## config.mk

```make
export PLATFORM = sky130hd
export DESIGN_NAME = flt_entry_four
export DESIGN_NICKNAME = d
export VERILOG_FILES = /design/src/common/flt_pkg.sv /design/src/rtl/flt_entry_four.sv
export VERILOG_INCLUDE_DIRS = /design/src /design/src/common
export SDC_FILE = /design/constraint.sdc
export NUM_CORES = 1
export LEC_CHECK = 0
export BUFFER_PORTS_ARGS = -buffer_cell sky130_fd_sc_hd__buf_2
export CAP_MARGIN = 10
export CORE_ASPECT_RATIO = 1.2
export CORE_MARGIN = 8
export CORE_UTILIZATION = 45
export CTS_BUF_LIST = sky130_fd_sc_hd__clkbuf_8
export DETAILED_ROUTE_END_ITERATION = 10
export MAX_ROUTING_LAYER = met4
export PLACE_DENSITY_LB_ADDON = 0.1
export SLEW_MARGIN = 20
export SYNTH_ARGS = -nofsm -noshare
export SYNTH_HDL_FRONTEND = slang
export SYNTH_SLANG_ARGS = --single-unit
```

## constraint.sdc

```tcl
create_clock -name mclk -period 5.7 [get_ports mclk]
set_input_delay 0.57 -clock mclk [delete_from_list [all_inputs] [get_ports mclk]]
set_output_delay 0.57 -clock mclk [all_outputs]
set_load 0.1 [all_outputs]
```

## src/common/flt_defs.svh

```systemverilog
`ifndef FLT_DEFS_SVH
`define FLT_DEFS_SVH

// register indices; byte address is four times the index
`define FLT_IDX_CFG 7'h4a
`define FLT_IDX_OFFSET 7'h4e
`define FLT_IDX_LIMIT 7'h56
`define FLT_IDX_DUTY 7'h57
`define FLT_IDX_STATUS 7'h60

// reset values
`define FLT_RST_LIMIT 8'h7f
`define FLT_RST_DUTY 8'h3f
`define FLT_RST_CFG 8'h00
`define FLT_RST_OFFSET 8'h00

// config register bit positions
`define FLT_CFG_TEMP_HIRES 0
`define FLT_CFG_DUTY_HIRES 1
`define FLT_CFG_PWM_FAST 2
`define FLT_CFG_TABLE_WEN 5

// status register bit positions
`define FLT_ST_ACTIVE 8
`define FLT_ST_FAST 9

// field positions inside the entry registers
`define FLT_LIMIT_HALF 7
`define FLT_DUTY_EXT_LO 6

// remote reading layout: sign at bit 15, whole degrees 14:8
`define FLT_TEMP_SIGN 15

// latency from request to waitrequest low, in cycles
`define FLT_BUS_LATENCY 1

`endif

```

## src/common/flt_pkg.sv

```systemverilog
package flt_pkg;

  // software-visible mode bits
  typedef struct packed {
    logic table_wen;
    logic pwm_fast;
    logic duty_hires;
    logic temp_hires;
  } flt_cfg_s;

  // one lookup entry: limit and paired duty
  typedef struct packed {
    logic limit_four_half_bit;
    logic [6:0] limit_four_degrees;
    logic [1:0] duty_four_extended;
    logic [5:0] duty_four_base;
  } flt_entry_s;

  typedef enum logic [0:0] {FLT_IDLE, FLT_ACK} flt_bus_e;

endpackage

```

## src/rtl/flt_entry_four.sv

```systemverilog
`timescale 1ns/1ps
`include "flt_defs.svh"
// Summary of operation
// - Low-resolution temperature mode: limit bit 7 reads zero.
// - High-resolution limit is eight bits, half-degree steps; low-res whole degrees.
// - Reading above the limit selects the paired duty value for the fan.
// - Compare upper 9 reading bits in high-res, upper 8 in low-res.
// - Limit sign bit is always taken as zero.
// - Table offset register is added to the limit before comparing.
// - Low-resolution duty mode: duty bits 7:6 read zero.
// - High-resolution duty mode: bits 7:6 join bits 5:0 as duty.
// - Extended duty bits count only with the 22.5kHz PWM frequency.
// - Low-resolution duty mode: bits 5:0 alone give the duty.
module flt_entry_four
  import flt_pkg::*;
(
  input wire logic mclk,
  input wire logic rstn,
  input wire logic [8:0] avs_address,
  input wire logic avs_read,
  input wire logic avs_write,
  input wire logic [31:0] avs_writedata,
  input wire logic [3:0] avs_byteenable,
  output logic [31:0] avs_readdata,
  output logic avs_waitrequest,
  input wire logic [15:0] remote_temp,
  output logic entry_active,
  output logic [7:0] fan_duty
);

  flt_entry_s entry;
  flt_cfg_s cfg;
  logic [7:0] lut_offset;
  flt_bus_e bus_state;
  logic [6:0] index;
  logic req;
  logic wr_take;
  logic next_active;
  logic [7:0] next_duty;
  logic [31:0] next_rdata;

  // limit as seen by software, bit 7 masked in low-res
  function automatic logic [7:0] limit_view(flt_entry_s e, flt_cfg_s c);
    limit_view = {e.limit_four_half_bit & c.temp_hires, e.limit_four_degrees};
  endfunction

  // duty as seen by software, bits 7:6 masked in low-res
  function automatic logic [7:0] duty_view(flt_entry_s e, flt_cfg_s c);
    duty_view = {e.duty_four_extended & {2{c.duty_hires}}, e.duty_four_base};
  endfunction

  // reading above limit plus offset, in half-degree units
  function automatic logic exceeds(logic [15:0] t, flt_entry_s e, flt_cfg_s c,
                                   logic [7:0] ofs);
    logic [9:0] lim;
    logic [9:0] rd;
    lim = 10'h000;
    rd = 10'h000;
    if (c.temp_hires) begin
      // sign forced zero, half bit is the lsb
      lim = {2'b00, e.limit_four_degrees, e.limit_four_half_bit};
      rd = {2'b00, t[14:7]};
    end else begin
      lim = {2'b00, e.limit_four_degrees, 1'b0};
      rd = {2'b00, t[14:8], 1'b0};
    end
    lim = lim + {1'b0, ofs, 1'b0};
    // a negative reading never exceeds a non-negative limit
    exceeds = !t[`FLT_TEMP_SIGN] && (rd > lim);
  endfunction

  assign index = avs_address[8:2];
  assign req = avs_read | avs_write;
  assign wr_take = avs_write & (bus_state == FLT_ACK);

  // one wait cycle, then the request is taken
  assign avs_waitrequest = req & (bus_state == FLT_IDLE);

  // bus handshake state
  always_ff @(posedge mclk or negedge rstn) begin
    if (!rstn) begin
      bus_state <= FLT_IDLE;
    end else begin
      case (bus_state)
        FLT_IDLE: begin
          if (req) begin
            bus_state <= FLT_ACK;
          end
        end
        FLT_ACK: bus_state <= FLT_IDLE;
        default: bus_state <= FLT_IDLE;
      endcase
    end
  end

  // mode configuration, always writable
  always_ff @(posedge mclk or negedge rstn) begin
    if (!rstn) begin
      cfg <= flt_cfg_s'(4'(`FLT_RST_CFG));
    end else if (wr_take && index == `FLT_IDX_CFG && avs_byteenable[0]) begin
      cfg.temp_hires <= avs_writedata[`FLT_CFG_TEMP_HIRES];
      cfg.duty_hires <= avs_writedata[`FLT_CFG_DUTY_HIRES];
      cfg.pwm_fast <= avs_writedata[`FLT_CFG_PWM_FAST];
      cfg.table_wen <= avs_writedata[`FLT_CFG_TABLE_WEN];
    end
  end

  // table temperature offset
  always_ff @(posedge mclk or negedge rstn) begin
    if (!rstn) begin
      lut_offset <= `FLT_RST_OFFSET;
    end else if (wr_take && index == `FLT_IDX_OFFSET && avs_byteenable[0]) begin
      lut_offset <= avs_writedata[7:0];
    end
  end

  // entry registers, guarded by the table write enable
  always_ff @(posedge mclk or negedge rstn) begin
    if (!rstn) begin
      {entry.limit_four_half_bit, entry.limit_four_degrees} <= `FLT_RST_LIMIT;
      {entry.duty_four_extended, entry.duty_four_base} <= `FLT_RST_DUTY;
    end else if (wr_take && cfg.table_wen && avs_byteenable[0]) begin
      if (index == `FLT_IDX_LIMIT) begin
        {entry.limit_four_half_bit, entry.limit_four_degrees} <= avs_writedata[7:0];
      end
      if (index == `FLT_IDX_DUTY) begin
        {entry.duty_four_extended, entry.duty_four_base} <= avs_writedata[7:0];
      end
    end
  end

  // read mux; unmapped indices read zero
  always_comb begin
    next_rdata = 32'h0000_0000;
    case (index)
      `FLT_IDX_CFG: begin
        next_rdata[`FLT_CFG_TEMP_HIRES] = cfg.temp_hires;
        next_rdata[`FLT_CFG_DUTY_HIRES] = cfg.duty_hires;
        next_rdata[`FLT_CFG_PWM_FAST] = cfg.pwm_fast;
        next_rdata[`FLT_CFG_TABLE_WEN] = cfg.table_wen;
      end
      `FLT_IDX_OFFSET: next_rdata[7:0] = lut_offset;
      `FLT_IDX_LIMIT: next_rdata[7:0] = limit_view(entry, cfg);
      `FLT_IDX_DUTY: next_rdata[7:0] = duty_view(entry, cfg);
      `FLT_IDX_STATUS: begin
        next_rdata[7:0] = fan_duty;
        next_rdata[`FLT_ST_ACTIVE] = entry_active;
        next_rdata[`FLT_ST_FAST] = cfg.pwm_fast;
      end
      default: next_rdata = 32'h0000_0000;
    endcase
  end

  // read data captured during the wait cycle, stable when taken
  always_ff @(posedge mclk or negedge rstn) begin
    if (!rstn) begin
      avs_readdata <= 32'h0000_0000;
    end else if (avs_read && bus_state == FLT_IDLE) begin
      avs_readdata <= next_rdata;
    end
  end

  // duty selection; extended bits need high-res duty and fast pwm
  always_comb begin
    next_active = exceeds(remote_temp, entry, cfg, lut_offset);
    if (cfg.duty_hires && cfg.pwm_fast) begin
      next_duty = {entry.duty_four_extended, entry.duty_four_base};
    end else begin
      // slow pwm cannot resolve the extra bits, so they are dropped
      next_duty = {2'b00, entry.duty_four_base};
    end
  end

  // registered fan outputs, one cycle behind the reading
  always_ff @(posedge mclk or negedge rstn) begin
    if (!rstn) begin
      entry_active <= 1'b0;
      fan_duty <= 8'h00;
    end else begin
      entry_active <= next_active;
      fan_duty <= next_active ? next_duty : 8'h00;
    end
  end

  // raw stored entry bytes, masks not applied, for the write checks
  logic [7:0] past_limit_raw;
  logic [7:0] past_duty_raw;
  assign past_limit_raw = {entry.limit_four_half_bit, entry.limit_four_degrees};
  assign past_duty_raw = {entry.duty_four_extended, entry.duty_four_base};
endmodule

```

==> flow_summary.yaml, run 1 <==
synthesis:
  synth_seq_cells: 48
  avgSynthCellArea_sq_um: 11.1
  yosys_most_used_dff: "dfrtp_1"
  yosys-top-cells-area: "dfrtp_1, dfstp_2, mux2_2, ha_1, buf_4"
  syn-cell-area_sq_um: 2800
  synth_top_area_share: 0.313
  syn-instance-count: 252
  synth_top_area_cell: "dfrtp_1"
  synth-edff-count: 0
  synth.distinct_cells: 48
  yosys_warnings: 0
  async_flop_share: 1.00
  yosysSeqAreaShare: 0.435
routing:
  wl_per_cell_um: 16.3
  wirelength_um: 6270
  via_count: 1991
  routed_via_density: 5.17
  drt_pass1_iterations: 4
  drc_errors: 0
  drtIter0Drc: 79
  ant_nets: 0
run:
  max_cap_viol_count: 0
place:
  placed_area_sq_um: 3040
  dp_cells: 377
  port_buffers: 48
  routabilityCongestion: 0.797
  hpwlAfterDp_um: 4940
clock_network:
  cts_root_buf: "clkbuf_8"
  post-cts-setup-buffers: 0
  cts_tree: "built"
  clk_latency_ps: 300
  ctsLongestPathBuffers: 2
  cts_buffers: 5
  cts_sinks: 48
  ctsResizeCount: 0
  path_clk_slew_ps: 90
  cts-htree-levels: 2
  cts_hold_buf: 0
sta:
  period_needed_ps: 3370
  fmax_mhz: 297
  rsz0062_at_grt: "false"
  slew_headroom: 0.427
  layout_worst_path_cycle_share: 0.591
  hold_viol_final: 0
  setup_violations: 0
  finalMaxSlewViolations: 0
  worstMarginPinSlew_ps: 854
  fin_skew_ps: 5.25
  tns_ps: 0
power_and_ir_drop:
  p_per_area_nw_per_um2: 215
  p_leak_nw: 1.56
  peakVddDrop_v: 0.0000913
critical_path:
  r2r_slack_ps: 2330
  reg2reg_to: "fan_duty[0]"
  crit_path_end: "fan_duty[0]"
  cp.required_ps: 5850
  critPathLaunchType: "flop"
  worst_r2r_startpoint: "entry[8]"
  critical_path_class: "reg2reg"
  cp-startpoint: "entry[8]"
  crit_fanout: 9
  cp.arrival_ps: 3520
  reg2reg_depth: 13
  crit_path_end_kind: "flop"
global_route:
  grt-ovfl-total: 0
  grt_pass1_vias: 1967
  track_usage: 0.148
  grt_first_pass_wirelength_um: 10100
  antenna_found_initial: 0
  grt_max_degree: 49
cells_and_area:
  fillCellCount: 550
  area_delta_synth_final_pct: 11.3
  drive_gt1_frac: 0.353
  multi_input_area_sq_um: 1420
  final_area_sq_um: 3120
  finalNetCount: 383
  regArea_sq_um: 1220
  finalNonFillerCells: 385
  antenna_cells: 0
die:
  start_util: 0.466
  die_w_um: 88.0
  coreArea_sq_um: 6010
  rows: 31
  dieArea_sq_um: 9010
  die_h_um: 102
  io_pins: 107
worst_hold_path:
  hp-class: "in2async"
outcome:
  status: "complete, no violations"
[Yosys cell counts, drive strengths merged, types with 2 or more instances]
cell,instances
nor3,4
nor2b,2
nand2b,2
buf,26
mux2i,10
nand3,6
dfstp,13
inv,10
nor2,9
o21ai,15
a221o,4
o22ai,4
a21oi,13
a22o,4
xor2,3
nand2,18
ha,15
dfrtp,35
o31a,2
nand4,2
mux2,27
nor3b,8
clkbuf,2
a21o,2
[cell usage in the layout (no fill, tap or decap), drive strengths merged, types with 2 or more instances in the layout]
| cell type | instances |
|---|---|
| buf | 50 |
| dfrtp | 35 |
| mux2 | 27 |
| conb | 22 |
| nand2 | 18 |
| ha | 15 |
| o21ai | 15 |
| a21oi | 13 |
| dfstp | 13 |
| inv | 12 |
| mux2i | 10 |
| nor2 | 9 |
| nor3b | 8 |
| nand3 | 6 |
| clkbuf | 5 |
| a221o | 4 |
| a22o | 4 |
| o22ai | 4 |
| nor3 | 4 |
| xor2 | 3 |
| nor2b | 2 |
| o31a | 2 |
| a21o | 2 |
| nand2b | 2 |
| nand4 | 2 |
[layout make-up]
class,instances,share of cell area
Timing Repair Buffer,50,0.0819
Clock buffer,5,0.0221
Tap cell,82,0.0329
Clock inverter,3,0.00401
Inverter,10,0.0120
Multi-Input combinational cell,187,0.456
Sequential cell,48,0.391
[flip-flops by register name (all words and copies together) (netlist names)]
| signal | cells |
|---|---|
| avs_readdata | 10 |
| bus_state | 1 |
| cfg | 4 |
| entry | 16 |
| entry_active | 1 |
| fan_duty | 8 |
| lut_offset | 8 |
[where the power goes]
part | internal, mW | switching, mW
logic | 0.0204 | 0.106
registers | 0.344 | 0.00329
clock network | 0.0828 | 0.112
total | 0.448 | 0.222
[critical path, cell delays in order (launching register included)]
cell and delay, ps:
dfstp_2 560, ha_1 200, inv_1 70, fa_1 410
nor2b_1 170, o31a_1 220, o21ai_0 90, nand2_1 60
nand2_1 70, ha_1 320, a21oi_1 160, o21ai_0 100
o21ai_1 670, nor3b_1 120
[metal layers]
layer	global-route usage	vias up	part of all wire	wire length, um
met4	0.0469	0	0.013	82
met5	-	-	0	0
met1	0.186	948	0.44	2770
met2	0.238	66	0.47	2940
met3	0.0241	6	0.075	473
li1	-	971	-	-
[kinds of logic after synthesis]
| group | count (synthesis) | share of synthesized area |
|---|---|---|
| multiplexers | 37 | 0.144 |
| buffers and inverters | 38 | 0.0853 |
| adder cells (fa/ha/maj) | 16 | 0.0742 |
| AND/OR/NAND/NOR | 57 | 0.126 |
| XOR/XNOR | 3 | 0.00939 |
| flip-flops | 48 | 0.435 |
| other | 1 | 0.00134 |
| AO/OA/AOI/OAI | 52 | 0.125 |
[worst min-delay path by stage]
stage / cells after the start / to / from / slack [ps]
6_report: 2 / fan_duty[3] / rstn / 350
5_1_grt: 2 / lut_offset[3] / rstn / 410
4_1_cts: 2 / fan_duty[3] / rstn / 380
3_5_place_dp: 1 / bus_state / bus_state / 450
3_3_place_gp: 1 / bus_state / bus_state / 450
2_1_floorplan: 0 / avs_readdata[0] / rstn / 270
[through the flow]
step / setup slack, ps / hold slack, ps / util / power [mW]
final: 2330 / 347 / 0.518 / 0.669
after global routing: 2020 / 413 / 0.518 / 0.695
after CTS: 2270 / 379 / 0.518 / 0.674
after detailed placement: 2300 / 448 / 0.505 / 0.481
after global placement: 2370 / 451 / 0.505 / 0.481
after floorplan: 2960 / 274 / - / 0.465
Note: power is estimated with default switching activity, not from simulation.
==> run 2: changes to the inputs <==
--- a/config.mk
+++ b/config.mk
@@ -6,6 +6,7 @@
 export SDC_FILE = /design/constraint.sdc
 export NUM_CORES = 1
 export LEC_CHECK = 0
+export ABC_AREA = 1
 export BUFFER_PORTS_ARGS = -buffer_cell sky130_fd_sc_hd__buf_2
 export CAP_MARGIN = 10
 export CORE_ASPECT_RATIO = 1.2
==> constraint.sdc (replaced) <==
create_clock -name mclk -period 2.89 [get_ports mclk]
set_input_delay 0.289 -clock mclk [delete_from_list [all_inputs] [get_ports mclk]]
set_output_delay 0.289 -clock mclk [all_outputs]
set_load 0.1 [all_outputs]
==> flow_summary.yaml, run 2 <==
synthesis:
  avgSynthCellArea_sq_um: 7.99
  yosysSeqAreaShare: 0.414
  async_flop_share: 1.00
  synth_top_area_cell: "dfrtp_1"
  yosys-top-cells-area: "dfrtp_1, nand2_1, dfstp_2, ha_1, inv_1"
  synth_top_area_share: 0.298
  synth.distinct_cells: 30
  syn-instance-count: 368
  synth-edff-count: 0
  synth_seq_cells: 48
  yosysMostFrequentCell: "nand2_1"
  yosys_most_used_dff: "dfrtp_1"
  yosys_warnings: 0
  synthTopCellsByCount: "nand2_1, inv_1, dfrtp_1, nand3_1, nor2_1"
  syn-cell-area_sq_um: 2940
cells_and_area:
  area_delta_synth_final_pct: 14.5
  layout_commonest_cell: "nand2_1"
  utilization: 0.529
  finalNetCount: 503
  drive_gt1_frac: 0.260
  largest_reg_flops: 16
  antenna_cells: 0
  finalNonFillerCells: 508
  final_cell_mix: "nand2_1, buf_2, inv_1"
  fillCellCount: 657
critical_path:
  critPathLaunchType: "flop"
  crit_path_end_kind: "flop"
  cp.required_ps: 3120
  cp.arrival_ps: 3020
  critical_path_class: "reg2reg"
  crit_slowest_cell: "dfstp_2"
  cp_cell_sequence: "ha_1, or2_2, and2_1, a21oi_1, xor2_1, ha_1, nand2_1, nor2_1, nand2_1, nand3_2, nor2_4, nand3_4, nor3_2"
  crit_fanout: 5
  critPathMaxStageDelay_ps: 560
global_route:
  track_usage: 0.165
  grt_first_pass_wirelength_um: 12500
  antenna_found_initial: 0
  grt_max_degree: 49
  grt-ovfl-total: 0
  grt_pass1_vias: 2558
sta:
  tns_ps: 0
  worstMarginPinSlew_ps: 923
  finalMaxSlewViolations: 0
  setup_violations: 0
  slew_headroom: 0.382
  fin_skew_ps: 5.44
  layout_worst_path_cycle_share: 0.967
  hold_ws_ps: -16.5
  fmax_mhz: 358
  hold_viol_final: 12
  period_needed_ps: 2790
die:
  die_w_um: 89.8
  coreArea_sq_um: 6370
  start_util: 0.462
  dieArea_sq_um: 9380
  rows: 32
  io_pins: 107
  die_h_um: 105
clock_network:
  cts-htree-levels: 2
  ctsLongestPathBuffers: 2
  cts_sinks: 48
  post-cts-setup-buffers: 0
  cts_buffers: 5
  path_clk_slew_ps: 90
  clk_latency_ps: 300
  cts_root_buf: "clkbuf_8"
  cts_tree: "built"
place:
  port_buffers: 48
  hpwlAfterDp_um: 5760
  dp_cells: 499
  routabilityCongestion: 0.848
outcome:
  status: "finished, violations left"
  violations: "hold timing"
worst_hold_path:
  hp-class: "in2async"
power_and_ir_drop:
  p_per_area_nw_per_um2: 446
  peakVddDrop_v: 0.000251
  p_leak_nw: 1.69
routing:
  drtIter0Drc: 164
  wl_per_cell_um: 15.1
  drc_errors: 0
  wirelength_um: 7650
  via_count: 2503
  drt_pass1_iterations: 4
  ant_nets: 0
  routed_via_density: 4.93
run:
  max_cap_viol_count: 0
-- run 2: cell types whose count changed after synthesis, sizes merged, moves of 8 or more --
cell	change
nor3	+9
nor3b	-8
inv	+36
nor2	+18
nand3	+29
o21ai	+19
mux2i	-10
nand2	+81
mux2	-27
-- run 2: metrics by stage --
stage / hold WS [ps] / cell area (sq um) / power, mW / setup WS (ps)
detailed placement: 456 / 3180 / 1.08 / 4.18
floorplan: -6.59 / 3020 / 1.02 / 292
global route: 28.4 / 3370 / 1.57 / -9.03
CTS: 223 / 3290 / 1.51 / 8.85
global placement: 447 / 3180 / 1.07 / 68.9
finish: -16.5 / 3370 / 1.50 / 96.2
-- run 2: routing by layer --
layer / GRT usage / up-vias / wire length, um / part of all wire
met4: 0.0448 / 0 / 211 / 0.028
met5: - / - / 0 / 0
met2: 0.260 / 95 / 3640 / 0.48
met1: 0.206 / 1142 / 3220 / 0.42
met3: 0.0422 / 17 / 582 / 0.076
li1: - / 1249 / - / -
-- run 2: final timing paths --
path / startpoint / end / slack, ps / cells past startpoint
worst max-delay path: entry[10] / fan_duty[3] / 100 / 13
worst min-delay path: rstn / lut_offset[6] / -20 / 1
worst max register to register: entry[10] / fan_duty[3] / 100 / 13
worst min register to register: bus_state / bus_state / 470 / 1
max in group asynchronous: rstn / fan_duty[3] / 2490 / 1
min in group mclk: avs_writedata[4] / entry[12] / 240 / 3
-- run 2: cells by family (layout without fill, tap and decap cells) --
logic type                 Yosys count  after routing  synth area share
other                                1             22           0.00128
xor gates and xnor gates             5              5            0.0149
AOI/OAI and AO/OA                   44             44            0.0860
buffers and inverters               72            105             0.128
adders and majority gates           16             16            0.0707
DFF                                 48             48             0.414
and+or+nand+nor                    182            183             0.285
-- run 2: power breakdown --
group / internal [mW] / switching [mW]
Sequential: 0.689 / 0.0135
Clock: 0.196 / 0.236
Combinational: 0.0537 / 0.314
Total: 0.939 / 0.564
-- run 2: what timing repair did --
action                                  CTS  global route
pin swaps                                 0             2
gates cloned                              0             1
endpoints found under the setup margin    2             9
hold buffers                              0             0
resized for setup                         1            15
-- run 2: cell type report --
| class | instances | area (sq um) | area share |
|---|---|---|---|
| well taps | 85 | 106 | 0.0316 |
| inverters | 46 | 173 | 0.0513 |
| flip-flops and latches | 48 | 1220 | 0.362 |
| multi-input cells | 270 | 1510 | 0.448 |
| clock buffers | 6 | 82.6 | 0.0245 |
| clock inverters | 2 | 13.8 | 0.00409 |
| repair buffers | 51 | 265 | 0.0788 |
-- run 2: critical path, delay by kind of cell (launching register included) --
family / cells / cell delay (ps)
and+or+nand+nor: 9 / 1290
xor gates and xnor gates: 1 / 180
adders and majority gates: 2 / 520
AOI/OAI and AO/OA: 1 / 150
DFF: 1 / 560
==> run 3: changes to the inputs <==
--- a/config.mk
+++ b/config.mk
@@ -6,7 +6,7 @@
 export SDC_FILE = /design/constraint.sdc
 export NUM_CORES = 1
 export LEC_CHECK = 0
-export ABC_AREA = 1
+export ABC_AREA = 0
 export BUFFER_PORTS_ARGS = -buffer_cell sky130_fd_sc_hd__buf_2
 export CAP_MARGIN = 10
 export CORE_ASPECT_RATIO = 1.2
==> flow_summary.yaml, run 3 (same netlist as run 1, synthesis figures left out) <==
critical_path:
  cp.arrival_ps: 2950
  crit_path_end_kind: "flop"
  critical_path_class: "reg2reg"
  cpMostUsedCell: "a21oi_1"
  crit_fanout: 5
  cp.required_ps: 3050
  critPathLaunchType: "flop"
  critPathMaxStageDelay_ps: 570
  crit_slowest_cell: "dfstp_2"
  cp_cell_sequence: "ha_4, inv_2, fa_2, nor2b_4, o31a_1, a21o_1, ha_1, buf_4, a21oi_1, a21oi_1, o21ai_2, buf_6, nor3_1"
  reg2reg_depth: 13
die:
  die_w_um: 88.0
  dieArea_sq_um: 9010
  die_h_um: 102
  coreArea_sq_um: 6010
  io_pins: 107
  start_util: 0.466
  rows: 31
sta:
  fmax_mhz: 358
  setup_violations: 0
  finalMaxSlewViolations: 0
  setup_slack_ps: 99.7
  tns_ps: 0
  fin_skew_ps: 5.26
  layout_worst_path_cycle_share: 0.965
  slew_headroom: 0.549
  rsz0062_at_grt: "true"
  worstMarginPinSlew_ps: 677
  hold_viol_final: 0
  period_needed_ps: 2790
global_route:
  antenna_found_initial: 0
  grt_first_pass_wirelength_um: 10400
  grt_max_degree: 23
  grt-ovfl-total: 0
  grt_pass1_vias: 2123
  track_usage: 0.152
worst_hold_path:
  hp-class: "in2reg"
  whs_path_depth: 3
routing:
  wirelength_um: 6540
  wl_per_cell_um: 16.7
  ant_nets: 0
  drtIter0Drc: 74
  routed_via_density: 5.23
  via_count: 2052
  drc_errors: 0
  drt_pass1_iterations: 4
clock_network:
  post-cts-setup-buffers: 0
  path_clk_slew_ps: 80
  cts_tree: "built"
  ctsLongestPathBuffers: 2
  cts-htree-levels: 2
  cts_buffers: 5
  clk_latency_ps: 300
  cts_root_buf: "clkbuf_8"
  cts_sinks: 48
power_and_ir_drop:
  power_frac_comb: 0.193
  peakVddDrop_v: 0.000178
  switching_share: 0.319
  p_per_area_nw_per_um2: 424
  seqPwrFrac: 0.494
  internal_power_uw: 945
  power_frac_clock: 0.313
  p_leak_nw: 1.61
  p_sw_uw: 443
cells_and_area:
  utilization: 0.545
  area_delta_synth_final_pct: 16.9
  finalNetCount: 390
  layout_commonest_cell: "buf_2"
  drive_gt1_frac: 0.416
  antenna_cells: 0
  largest_reg_flops: 16
  final_cell_mix: "buf_2, dfrtp_1, mux2_2"
place:
  dpl_worst_slack_ps: -40.4
  hpwlAfterDp_um: 5060
  routabilityCongestion: 0.794
  port_buffers: 48
outcome:
  status: "complete, no violations"
run:
  max_cap_viol_count: 0
run 3: cell types whose count changed in the layout (fill, tap and decap cells not counted), moves of 4 or more:
| cell | change |
|---|---|
| mux2_2 | +27 |
| inv_1 | -35 |
| o21ai_0 | -9 |
| nor3b_2 | +5 |
| nand3_1 | -26 |
| mux2i_1 | +10 |
| nor3_2 | -9 |
| o21ai_2 | -7 |
| a221o_1 | +4 |
| nand2_1 | -79 |
| a22o_1 | +4 |
| nand4_1 | -4 |
| o22ai_1 | +4 |
| nor2_1 | -15 |
run 3: worst paths after layout:
path                             startpoint       endpoint  slack [ps]
min in group asynchronous              rstn  lut_offset[6]         500
setup reg to reg                   entry[8]    fan_duty[6]         100
hold / removal             avs_writedata[1]       entry[9]         250
setup / recovery                   entry[8]    fan_duty[6]         100
hold reg to reg                   bus_state      bus_state         470
max in group asynchronous              rstn       entry[5]        1710
run 3: final cells by class:
type / count / area (sq um)
Fill cell: 541 / 2740
Multi-Input combinational cell: 187 / 1500
Sequential cell: 48 / 1220
Timing Repair Buffer: 57 / 318
Tap cell: 82 / 103
Clock buffer: 7 / 96.3
Inverter: 10 / 37.5
Clock inverter: 1 / 3.75
run 3: power groups by stage:
| stage | combinational, mW | sequential, mW | clock, mW |
|---|---|---|---|
| global route | 0.283 | 0.688 | 0.468 |
| CTS | 0.258 | 0.686 | 0.442 |
| detailed placement | 0.255 | 0.699 | 0 |
| global placement | 0.254 | 0.698 | 0 |
| floorplan | 0.211 | 0.706 | 0 |
| finish | 0.268 | 0.686 | 0.434 |
run 3: per-stage QoR:
| stage | hold slack (ps) | power, mW | cell area (sq um) | cells |
|---|---|---|---|---|
| 6_report | 246 | 1.39 | 3270 | 392 |
| 5_1_grt | 251 | 1.44 | 3270 | 392 |
| 4_1_cts | 235 | 1.39 | 3200 | 391 |
| 3_5_place_dp | 294 | 0.954 | 3070 | 382 |
| 3_3_place_gp | 294 | 0.952 | 3070 | 382 |
| 2_1_floorplan | -6.59 | 0.917 | 2880 | 273 |
run 3: repair_timing:
item,4_1_cts,5_1_grt
hold buffers,1,0
endpoints found under the setup margin,8,9
gates cloned,0,1
resized for setup,2,23
pin swaps,2,8
hold endpoints to repair,15,0
run 3: worst max-delay path: cells and delay by family, from the launching register on:
kind | cells | cell delay (ps)
adders and majority gates | 3 | 750
buffers and inverters | 3 | 370
AOI/OAI and AO/OA | 5 | 770
DFF | 1 | 570
and+or+nand+nor | 2 | 190
run 3: layer usage:
layer	vias to the layer above	GRT usage	routed length [um]
met2	67	0.244	3080
met5	-	-	0
met1	990	0.179	2760
met3	12	0.0290	535
li1	983	-	-
met4	0	0.0691	161
